--- config.mk ---
export PLATFORM = sky130hd
export DESIGN_NAME = lccr_regs
export DESIGN_NICKNAME = d
export VERILOG_FILES = /design/src/lccr_pkg.sv /design/src/lccr_regs.sv
export SDC_FILE = /design/constraint.sdc
export NUM_CORES = 1
export LEC_CHECK = 0
export BUFFER_PORTS_ARGS = -buffer_cell sky130_fd_sc_hd__buf_2
export CAP_MARGIN = 30
export CORE_MARGIN = 2
export CORE_UTILIZATION = 57
export DETAILED_ROUTE_END_ITERATION = 10
export GPL_TIMING_DRIVEN = 0
export PLACE_DENSITY_LB_ADDON = 0.15
export SYNTH_ARGS = -nofsm -noshare
export SYNTH_HDL_FRONTEND = slang
export SYNTH_SLANG_ARGS = --single-unit
--- constraint.sdc ---
create_clock -name CLK -period 4.3 [get_ports CLK]
set_input_delay 1.29 -clock CLK [delete_from_list [all_inputs] [get_ports CLK]]
set_output_delay 1.29 -clock CLK [all_outputs]
set_load 0.05 [all_outputs]
--- src/lccr_pkg.sv ---
package lccr_pkg;

  localparam int ADDR_W = 8;
  localparam int DATA_W = 32;
  localparam int REG_W = 8;
  localparam int IDX_W = 6;

  // Register indices; byte address is four times the index
  localparam logic [IDX_W-1:0] IDX_L1_IDLE_RATE = 6'h23;
  localparam logic [IDX_W-1:0] IDX_B1_EQ = 6'h24;
  localparam logic [IDX_W-1:0] IDX_L1_SWING = 6'h25;
  localparam logic [IDX_W-1:0] IDX_L1_DEEMPH = 6'h26;
  localparam logic [IDX_W-1:0] IDX_B1_THRESH = 6'h27;
  localparam logic [IDX_W-1:0] IDX_A0_IDLE_RATE = 6'h2b;

  localparam logic [REG_W-1:0] RST_IDLE_RATE = 8'h00;
  localparam logic [REG_W-1:0] RST_EQ = 8'h20;
  localparam logic [REG_W-1:0] RST_SWING = 8'h03;
  localparam logic [REG_W-1:0] RST_DEEMPH = 8'h03;
  localparam logic [REG_W-1:0] RST_THRESH = 8'h00;

  localparam int IDLE_AUTO_BIT = 5;
  localparam int IDLE_SEL_BIT = 4;
  localparam int RATE_AUTO_BIT = 1;
  localparam int RATE_SEL_BIT = 0;
  localparam int EQ_EN_BIT = 5;
  localparam int GAIN_LO = 3;
  localparam int BOOST_LO = 0;
  localparam int DEM_TYPE_BIT = 7;
  localparam int THR_DEASSERT_LO = 2;
  localparam int THR_ASSERT_LO = 0;

  typedef struct packed {
    logic idle_auto;
    logic mute;
    logic signal_detect_en;
    logic rate_auto;
    logic rate_high;
  } lccr_idle_rate_t;

  typedef struct packed {
    logic enable;
    logic bypass;
    logic [1:0] gain_stage_field;
    logic [2:0] boost_level_field;
    logic known;
    logic [8:0] boost_db10;
  } lccr_eq_t;

  typedef struct packed {
    logic [6:0] code;
    logic known;
    logic [10:0] amp_mv;
  } lccr_swing_t;

  typedef struct packed {
    logic enhanced;
    logic [6:0] level;
    logic known;
    logic [6:0] atten_db10;
  } lccr_deemph_t;

  typedef struct packed {
    logic [7:0] deassert_mv;
    logic [7:0] assert_mv;
  } lccr_thresh_t;

endpackage

--- src/lccr_regs.sv ---
// Implementation choice: the APB slave port.
`timescale 1ns/100ps

// Function
// - An idle/rate register with its idle-auto bit 5 set detects idle itself, else bit 4 governs.
// - With idle-auto off, bit 4 low keeps the output on without signal detect, high mutes it.
// - With rate-auto bit 1 set the rate is detected, else bit 0 selects the rate range.
// - Rate select low means 2.5 to 3.2 Gbps and high means 5.0 to 6.4 Gbps.
// - The 6-bit equalizer code is enable at 5, gain stage at 4:3 and boost level at 2:0.
// - Equalizer code 20h is bypass and the reset value, and 2Ah gives 5 dB at 3 GHz.
// - Codes 30h, 32h, 39h, 35h, 37h, 3Bh, 3Dh give 9, 11.7, 14.6, 18.4, 20, 21.2, 28.4 dB.
// - Swing codes 03h, 07h, 0Fh, 1Fh give 600, 800, 1000 and 1200 mV, 03h by default.
// - De-emphasis bit 7 picks compatibility or enhanced type and bits 6:0 hold the level.
// - De-emphasis codes 01h, E8h, 88h, 90h, A0h give 0, -3.5, -6, -9, -12 dB; reset is 03h.
// - The idle threshold takes its de-assert code from bits 3:2 and assert code from 1:0.
module lccr_regs (
  input wire logic CLK,
  input wire logic RSTN,
  input wire logic PSEL,
  input wire logic PENABLE,
  input wire logic PWRITE,
  input wire logic [lccr_pkg::ADDR_W-1:0] PADDR,
  input wire logic [lccr_pkg::DATA_W-1:0] PWDATA,
  output logic [lccr_pkg::DATA_W-1:0] PRDATA,
  output logic PREADY,
  output logic PSLVERR,
  output lccr_pkg::lccr_idle_rate_t L1_IDLE_RATE,
  output lccr_pkg::lccr_idle_rate_t A0_IDLE_RATE,
  output lccr_pkg::lccr_eq_t B1_EQ,
  output lccr_pkg::lccr_swing_t L1_SWING,
  output lccr_pkg::lccr_deemph_t L1_DEEMPH,
  output lccr_pkg::lccr_thresh_t B1_THRESH
);
  import lccr_pkg::*;

  typedef struct packed {
    logic [REG_W-1:0] l1_idle_rate;
    logic [REG_W-1:0] b1_eq;
    logic [REG_W-1:0] l1_swing;
    logic [REG_W-1:0] l1_deemph;
    logic [REG_W-1:0] b1_thresh;
    logic [REG_W-1:0] a0_idle_rate;
    logic pready;
    logic pslverr;
    logic [DATA_W-1:0] prdata;
    lccr_idle_rate_t l1_ir;
    lccr_idle_rate_t a0_ir;
    lccr_eq_t eq;
    lccr_swing_t swing;
    lccr_deemph_t deemph;
    lccr_thresh_t thresh;
  } lccr_state_t;

  function automatic lccr_idle_rate_t decode_idle_rate(
    input logic [REG_W-1:0] r
  );
    lccr_idle_rate_t d;
    // Idle mode choice
    // auto versus forced
    d.idle_auto = r[IDLE_AUTO_BIT];
    d.mute = !r[IDLE_AUTO_BIT] && r[IDLE_SEL_BIT];
    d.signal_detect_en = r[IDLE_AUTO_BIT];
    d.rate_auto = r[RATE_AUTO_BIT];
    d.rate_high = !r[RATE_AUTO_BIT] && r[RATE_SEL_BIT];
    return d;
  endfunction

  function automatic lccr_eq_t decode_eq(
    input logic [REG_W-1:0] r
  );
    lccr_eq_t d;
    d.enable = r[EQ_EN_BIT];
    d.gain_stage_field = r[GAIN_LO+1:GAIN_LO];
    d.boost_level_field = r[BOOST_LO+2:BOOST_LO];
    d.bypass = 1'b0;
    d.known = 1'b1;
    // Boost in tenths of a dB at 3 GHz
    case (r[5:0])
      6'h20: begin
        d.bypass = 1'b1;
        d.boost_db10 = 9'h000;
      end
      6'h2a: d.boost_db10 = 9'd50;
      6'h30: d.boost_db10 = 9'd90;
      6'h32: d.boost_db10 = 9'd117;
      6'h39: d.boost_db10 = 9'd146;
      6'h35: d.boost_db10 = 9'd184;
      6'h37: d.boost_db10 = 9'd200;
      6'h3b: d.boost_db10 = 9'd212;
      6'h3d: d.boost_db10 = 9'd284;
      default: begin
        // Untabled codes still reach the analog side as raw fields
        d.known = 1'b0;
        d.boost_db10 = 9'h000;
      end
    endcase
    return d;
  endfunction

  function automatic lccr_swing_t decode_swing(
    input logic [REG_W-1:0] r
  );
    lccr_swing_t d;
    d.code = r[6:0];
    d.known = 1'b1;
    case (r[6:0])
      7'h03: d.amp_mv = 11'd600;
      7'h07: d.amp_mv = 11'd800;
      7'h0f: d.amp_mv = 11'd1000;
      7'h1f: d.amp_mv = 11'd1200;
      default: begin
        d.known = 1'b0;
        d.amp_mv = 11'h000;
      end
    endcase
    return d;
  endfunction

  function automatic lccr_deemph_t decode_deemph(
    input logic [REG_W-1:0] r
  );
    lccr_deemph_t d;
    d.enhanced = r[DEM_TYPE_BIT];
    d.level = r[6:0];
    d.known = 1'b1;
    case (r)
      8'h01: d.atten_db10 = 7'd0;
      8'he8: d.atten_db10 = 7'd35;
      8'h88: d.atten_db10 = 7'd60;
      8'h90: d.atten_db10 = 7'd90;
      8'ha0: d.atten_db10 = 7'd120;
      default: begin
        // Reset code 03h is not tabled and reads as unknown
        d.known = 1'b0;
        d.atten_db10 = 7'h00;
      end
    endcase
    return d;
  endfunction

  function automatic logic [7:0] deassert_mv(
    input logic [1:0] c
  );
    logic [7:0] v;
    case (c)
      2'h0: v = 8'd110;
      2'h1: v = 8'd150;
      2'h2: v = 8'd170;
      default: v = 8'd190;
    endcase
    return v;
  endfunction

  function automatic logic [7:0] assert_mv(
    input logic [1:0] c
  );
    logic [7:0] v;
    case (c)
      2'h0: v = 8'd70;
      2'h1: v = 8'd110;
      2'h2: v = 8'd130;
      default: v = 8'd150;
    endcase
    return v;
  endfunction

  function automatic lccr_state_t decode_all(
    input lccr_state_t s
  );
    lccr_state_t d;
    d = s;
    d.l1_ir = decode_idle_rate(s.l1_idle_rate);
    d.a0_ir = decode_idle_rate(s.a0_idle_rate);
    d.eq = decode_eq(s.b1_eq);
    d.swing = decode_swing(s.l1_swing);
    d.deemph = decode_deemph(s.l1_deemph);
    d.thresh.deassert_mv = deassert_mv(s.b1_thresh[THR_DEASSERT_LO+1:THR_DEASSERT_LO]);
    d.thresh.assert_mv = assert_mv(s.b1_thresh[THR_ASSERT_LO+1:THR_ASSERT_LO]);
    return d;
  endfunction

  function automatic lccr_state_t reset_state();
    lccr_state_t d;
    d = '0;
    d.l1_idle_rate = RST_IDLE_RATE;
    d.b1_eq = RST_EQ;
    d.l1_swing = RST_SWING;
    d.l1_deemph = RST_DEEMPH;
    d.b1_thresh = RST_THRESH;
    d.a0_idle_rate = RST_IDLE_RATE;
    return decode_all(d);
  endfunction

  // One-hot word select; misaligned or unmapped addresses select nothing
  function automatic logic [5:0] decode_sel(
    input logic [ADDR_W-1:0] a
  );
    logic [5:0] s;
    logic aligned;
    s = 6'h00;
    aligned = a[1:0] == 2'h0;
    if (aligned) begin
      case (a[IDX_W+1:2])
        IDX_L1_IDLE_RATE: s = 6'h01;
        IDX_B1_EQ: s = 6'h02;
        IDX_L1_SWING: s = 6'h04;
        IDX_L1_DEEMPH: s = 6'h08;
        IDX_B1_THRESH: s = 6'h10;
        IDX_A0_IDLE_RATE: s = 6'h20;
        default: s = 6'h00;
      endcase
    end
    return s;
  endfunction

  // The select is one-hot, so at most one word reaches the read bus
  function automatic logic [REG_W-1:0] read_sel(
    input lccr_state_t st,
    input logic [5:0] s
  );
    logic [REG_W-1:0] v;
    v = '0;
    if (s[0]) begin
      v = st.l1_idle_rate;
    end
    if (s[1]) begin
      v = st.b1_eq;
    end
    if (s[2]) begin
      v = st.l1_swing;
    end
    if (s[3]) begin
      v = st.l1_deemph;
    end
    if (s[4]) begin
      v = st.b1_thresh;
    end
    if (s[5]) begin
      v = st.a0_idle_rate;
    end
    return v;
  endfunction

  // Reserved bits are kept as written; keeping them zero is up to software
  function automatic lccr_state_t write_sel(
    input lccr_state_t st,
    input logic [5:0] s,
    input logic [REG_W-1:0] v
  );
    lccr_state_t d;
    d = st;
    if (s[0]) begin
      d.l1_idle_rate = v;
    end
    if (s[1]) begin
      d.b1_eq = v;
    end
    if (s[2]) begin
      d.l1_swing = v;
    end
    if (s[3]) begin
      d.l1_deemph = v;
    end
    if (s[4]) begin
      d.b1_thresh = v;
    end
    if (s[5]) begin
      d.a0_idle_rate = v;
    end
    return d;
  endfunction

  localparam lccr_state_t STATE_RST = reset_state();

  lccr_state_t state_reg;
  lccr_state_t state_next;
  logic [5:0] sel;
  logic hit;
  logic [REG_W-1:0] rd_val;
  logic access;

  assign sel = decode_sel(PADDR);
  // A refused access still gets its wait state, so timing never depends on the address
  assign hit = |sel;
  assign rd_val = read_sel(state_reg, sel);
  assign access = PSEL && PENABLE;

  always_comb begin
    state_next = state_reg;
    state_next.pready = 1'b0;
    // One wait state so read data and the error come from flip-flops
    if (access && !state_reg.pready) begin
      state_next.pready = 1'b1;
      state_next.pslverr = !hit;
      state_next.prdata = (hit && !PWRITE) ? {24'h000000, rd_val} : 32'h00000000;
    end
    // Write lands on the edge that completes the transfer
    if (access && state_reg.pready && PWRITE) begin
      state_next = write_sel(state_next, sel, PWDATA[REG_W-1:0]);
    end
    // A completed access clears the bus outputs so they stand one cycle
    if (access && state_reg.pready) begin
      state_next.prdata = 32'h00000000;
      state_next.pslverr = 1'b0;
    end
    // Decoded controls follow the stored fields with no extra lag
    state_next = decode_all(state_next);
  end

  always_ff @(posedge CLK or negedge RSTN) begin
    if (!RSTN) begin
      state_reg <= STATE_RST;
    end else begin
      state_reg <= state_next;
    end
  end

  assign PRDATA = state_reg.prdata;
  assign PREADY = state_reg.pready;
  assign PSLVERR = state_reg.pslverr;
  assign L1_IDLE_RATE = state_reg.l1_ir;
  assign A0_IDLE_RATE = state_reg.a0_ir;
  assign B1_EQ = state_reg.eq;
  assign L1_SWING = state_reg.swing;
  assign L1_DEEMPH = state_reg.deemph;
  assign B1_THRESH = state_reg.thresh;

endmodule

**Word-level counts from Yosys, hierarchy flattened**

Index checks and enable logic that the tools add are counted.

- Output and inout port bits: 112
- Bits in registers: 151

- Muxes and demuxes: 27
- Reductions and logical operators: 28
- Equal/unequal tests: 28

Operator list:

| operator | count |
|---|---|
| 2-to-1 mux 158 bit | 1 |
| 2-to-1 mux 8 bit | 12 |
| equality test 6 bit (second input constant) | 15 |
| one-hot mux 9 bit (8 select lines) | 1 |
| one-hot mux 8 bit (3 select lines) | 2 |
| one-hot mux 11 bit (4 select lines) | 1 |
| one-hot mux 6 bit (6 select lines) | 1 |
| 2-to-1 mux 34 bit | 1 |
| 2-to-1 mux 33 bit | 1 |
| equality test 8 bit (second input constant) | 4 |
| one-hot mux 7 bit (4 select lines) | 1 |
| 2-to-1 mux 6 bit | 2 |
| AND reduction 2 bit | 5 |
| logical AND 1 bit | 9 |
| OR reduction 9 bit | 1 |
| equality test 8 x 1 -> 1 bit (second input constant) | 1 |
| equality test 7 x 2 -> 1 bit (second input constant) | 1 |
| equality test 7 x 3 -> 1 bit (second input constant) | 1 |
| equality test 7 x 4 -> 1 bit (second input constant) | 1 |
| equality test 7 x 5 -> 1 bit (second input constant) | 1 |
| zero test 1 bit | 7 |
| zero test 2 bit | 3 |
| OR reduction 6 bit | 1 |
| OR reduction 5 bit | 1 |
| other kinds (4) | 9 |

**Logic depth before layout (Yosys ltp)**

- Word-level depth: 15
- Depth in mapped cells: 8

**Least setup slack after synthesis**

No wires, ideal clock.

- Path type: input to register
- From: input PADDR[1] in the netlist's numbering
- To: register state_reg (netlist bit L1_DEEMPH[6])
- Path slack: 0.966 ns
- Data required time: 4.179 ns
- Arrival time: 3.214 ns
- Stages: 7
- Path buffers: 2
- Cell sequence: or4b_1 -> buf_2 -> or4_1 -> buf_2 -> mux2_4 -> xor2_1 -> nor3b_1

RTL lines:

| what | line | source |
|---|---|---|
| start, declared | lccr_regs.sv:22 | `input wire logic [lccr_pkg::ADDR_W-1:0] PADDR,` |
| end signal, assigned | lccr_regs.sv:314 | `state_reg <= state_next;` |
| end, declared | lccr_regs.sv:275 | `lccr_state_t state_reg;` |

==> results.sh <==
export IMPL_stdcell_count=886
export IMPL_wl_mm=16.0
export IMPL_rsz0062_at_grt="no"
export IMPL_synth_mux_area_fraction_pct=10.2
export IMPL_final_max_slew_violation_count=0
export IMPL_period_needed_ns=3.60
export IMPL_synth_simple_area_share_pct=16.5
export IMPL_cap_violations=0
export IMPL_area_delta_synth_final_pct=18.3
export IMPL_rows=36
export IMPL_synth_compound_area_share_pct=12.2
export IMPL_cts_tree="done"
export IMPL_cp_max_fo=9
export IMPL_fin_hold_ws_ns=0.479
export IMPL_largest_reg_flops=38
export IMPL_drc=0
export IMPL_crit_path_end_kind="flop"
export IMPL_synthArstFlopShare_pct=100
export IMPL_multi_input_area_sq_um=2440
export IMPL_hold_viol=0
export IMPL_grtUsageTotal_pct=29.1
export IMPL_drive_gt1_share_pct=39.2
export IMPL_grt_pass1_wl_mm=25.1
export IMPL_drtAntennaViolNets=0
export IMPL_critPathArrivalTime_ns=3.86
export IMPL_worst_skew_pair_late_latency_ns=0.37
export IMPL_cts_buffers=9
export IMPL_crit_chain="buf_2 > nor3b_1 > nand4b_1 > mux2i_2 > inv_1 > nor4_1"
export IMPL_start_kind="input pin"
export IMPL_n_fill_cell=793
export IMPL_antenna_found_initial=0
export IMPL_start_util_pct=59.2
export IMPL_grt_pass1_vias=4787
export IMPL_hpwl_mm=11.7
export IMPL_ctsHoldBuffers=0
export IMPL_ys_seq_elements=97
export IMPL_synthesis_area_sq_um=5810
export IMPL_wl_per_cell_microns=18.0
export IMPL_min_to="PRDATA[4]"
export IMPL_cts_resized=0
export IMPL_cts_sinks=97
export IMPL_mostFrequentLayoutCell="buf_4"
export IMPL_worstMarginPinSlew_ns=1.04
export IMPL_place_ws_ns=0.421
export IMPL_final_area_sq_um=6870
export IMPL_critical_path_class="input pin to flop"
export IMPL_synth_xor_area_share_pct=1.06
export IMPL_grt_ovfl_total=0
export IMPL_synth_seq_area_share_pct=42.1
export IMPL_via_per_inst=5.60
export IMPL_synthDistinctLibCells=61
export IMPL_die_area_sq_um=11000
export IMPL_regArea_sq_um=2450
export IMPL_vias=4959
export IMPL_status="finished clean"
export IMPL_r2r_start="PREADY"
export IMPL_place_gp_congestion=0.918
export IMPL_max_stage_delay_ns=0.68
export IMPL_dp_cells=870
export IMPL_hold_depth=2
export IMPL_leakage_nw=3.62
export IMPL_fin_tns_setup_ns=0
export IMPL_coreArea_sq_um=9820
export IMPL_clkTransAtPathRegs_ns=0.10
export IMPL_cts_htree_levels=3
export IMPL_min_period_over_period_pct=83.8
export IMPL_ys_flop_type="dfrtp_1"
export IMPL_cts_root_buf="clkbuf_8"
export IMPL_timing_rr_end="B1_EQ[15]"
export IMPL_layout_common_cells="111 x buf_4, 104 x buf_2, 81 x dfrtp_1, 50 x nand2_1, 38 x mux2_2"
export IMPL_die_w_microns=105
export IMPL_power_density_nw_per_um2=274
export IMPL_io_buffers=100
export IMPL_num_io_pins=157
export IMPL_worstHoldPathType="flop to flop"
export IMPL_r2r_cells=5
export IMPL_worst_slack_ns=0.697
export IMPL_insertedDiodeCount=0
export IMPL_cts_buffer_depth=2
export IMPL_synthCells=606
export IMPL_setup_viol=0
export IMPL_final_util_pct=70.0
export IMPL_critical_path_slowest_cell="nor3b_1"
export IMPL_maxSlewHeadroom_pct=29.4
export IMPL_synth_fa_ha_area_share_pct=0
export IMPL_synth_edf_count=0
export IMPL_crit_required_ns=4.56
export IMPL_final_nets=793
export IMPL_reg2reg_setup_slack_ns=1.80
export IMPL_worstHoldStart="PRDATA[4]"
export IMPL_p_total_mw=1.88
export IMPL_syn_area_per_cell_sq_um=9.59
export IMPL_post_dp_cell_area_sq_um=6620
export IMPL_dr_pass1_iters=7
export IMPL_yosysWarningCount=0
export IMPL_synth_top_family_by_area="buffers and inverters"
export IMPL_fp_dieH_microns=105
export IMPL_skew_ns=0.00835
export IMPL_drtIter0Drc=299
export IMPL_grt_max_degree=67
export IMPL_max_freq_ghz=0.278
export IMPL_cts_setup_buffers=0
export IMPL_ir_worst_vdd_uv=170
## worst max path at each step
stage	slack, ns	endpoint	start
detailed placement	0.42	B1_EQ[9]	PADDR[5]
floorplan	0.97	L1_DEEMPH[6]	PADDR[1]
CTS	0.76	B1_EQ[9]	PADDR[5]
global placement	0.34	B1_EQ[9]	PADDR[5]
finish	0.70	B1_EQ[15]	PADDR[5]
global route	0.45	B1_EQ[15]	PADDR[5]
## cell families after synthesis
| kind of cell | Yosys count |
|---|---|
| and+or+nand+nor | 178 |
| DFF | 97 |
| AOI/OAI and AO/OA | 108 |
| buffers and inverters | 161 |
| xor gates and xnor gates | 7 |
| muxes | 53 |
| other | 2 |
## critical path: cells and delay by family
family	cells	cell delay, ns
and+or+nand+nor	3	1.54
muxes	1	0.60
buffers and inverters	2	0.43
## cell usage after synthesis, types with 5 or more instances
cell type    n  share of area (%)
o21ai_0     33                2.8
o211ai_1     6               0.78
nor2_1      30                1.9
nand2_1     50                3.2
a21oi_1     19                1.6
nor3_1      16                1.4
mux2i_1     12                2.1
a211oi_1     6               0.78
inv_1       14               0.90
buf_4      110                 14
dfstp_2     16                7.2
nand3_1     15                1.3
nor4_1      10                1.1
nand2b_1    13                1.4
dfrtp_1     81                 35
xor2_1       6               0.90
a31oi_1      5               0.54
nand3b_1     8                1.0
nor3b_1      8                1.0
mux2_2      38                7.4
clkbuf_1    31                2.0
## routing by layer
layer  track usage (%)  wire length [microns]  up-vias
li1                  -                      -     2275
met1              39.2                   6710     2412
met2              47.6                   7820      243
met3              4.87                   1120       29
met4              9.90                    306        0
met5                 0                      0        -
## power breakdown
group,total (mW),internal [mW],switching (mW)
clock,0.745,0.420,0.325
combinational,0.216,0.0544,0.161
sequential,0.920,0.917,0.00373
total,1.88,1.39,0.490
## cell type report
type	count	share of cell area, %
Clock buffer	12	2.26
Tap cell	133	2.42
Multi-Input combinational cell	377	35.5
Sequential cell	97	35.6
Buffer	147	14.2
Inverter	14	0.764
Timing Repair Buffer	102	7.79
Clock inverter	4	1.44
Power figures use the tool's default switching activity.
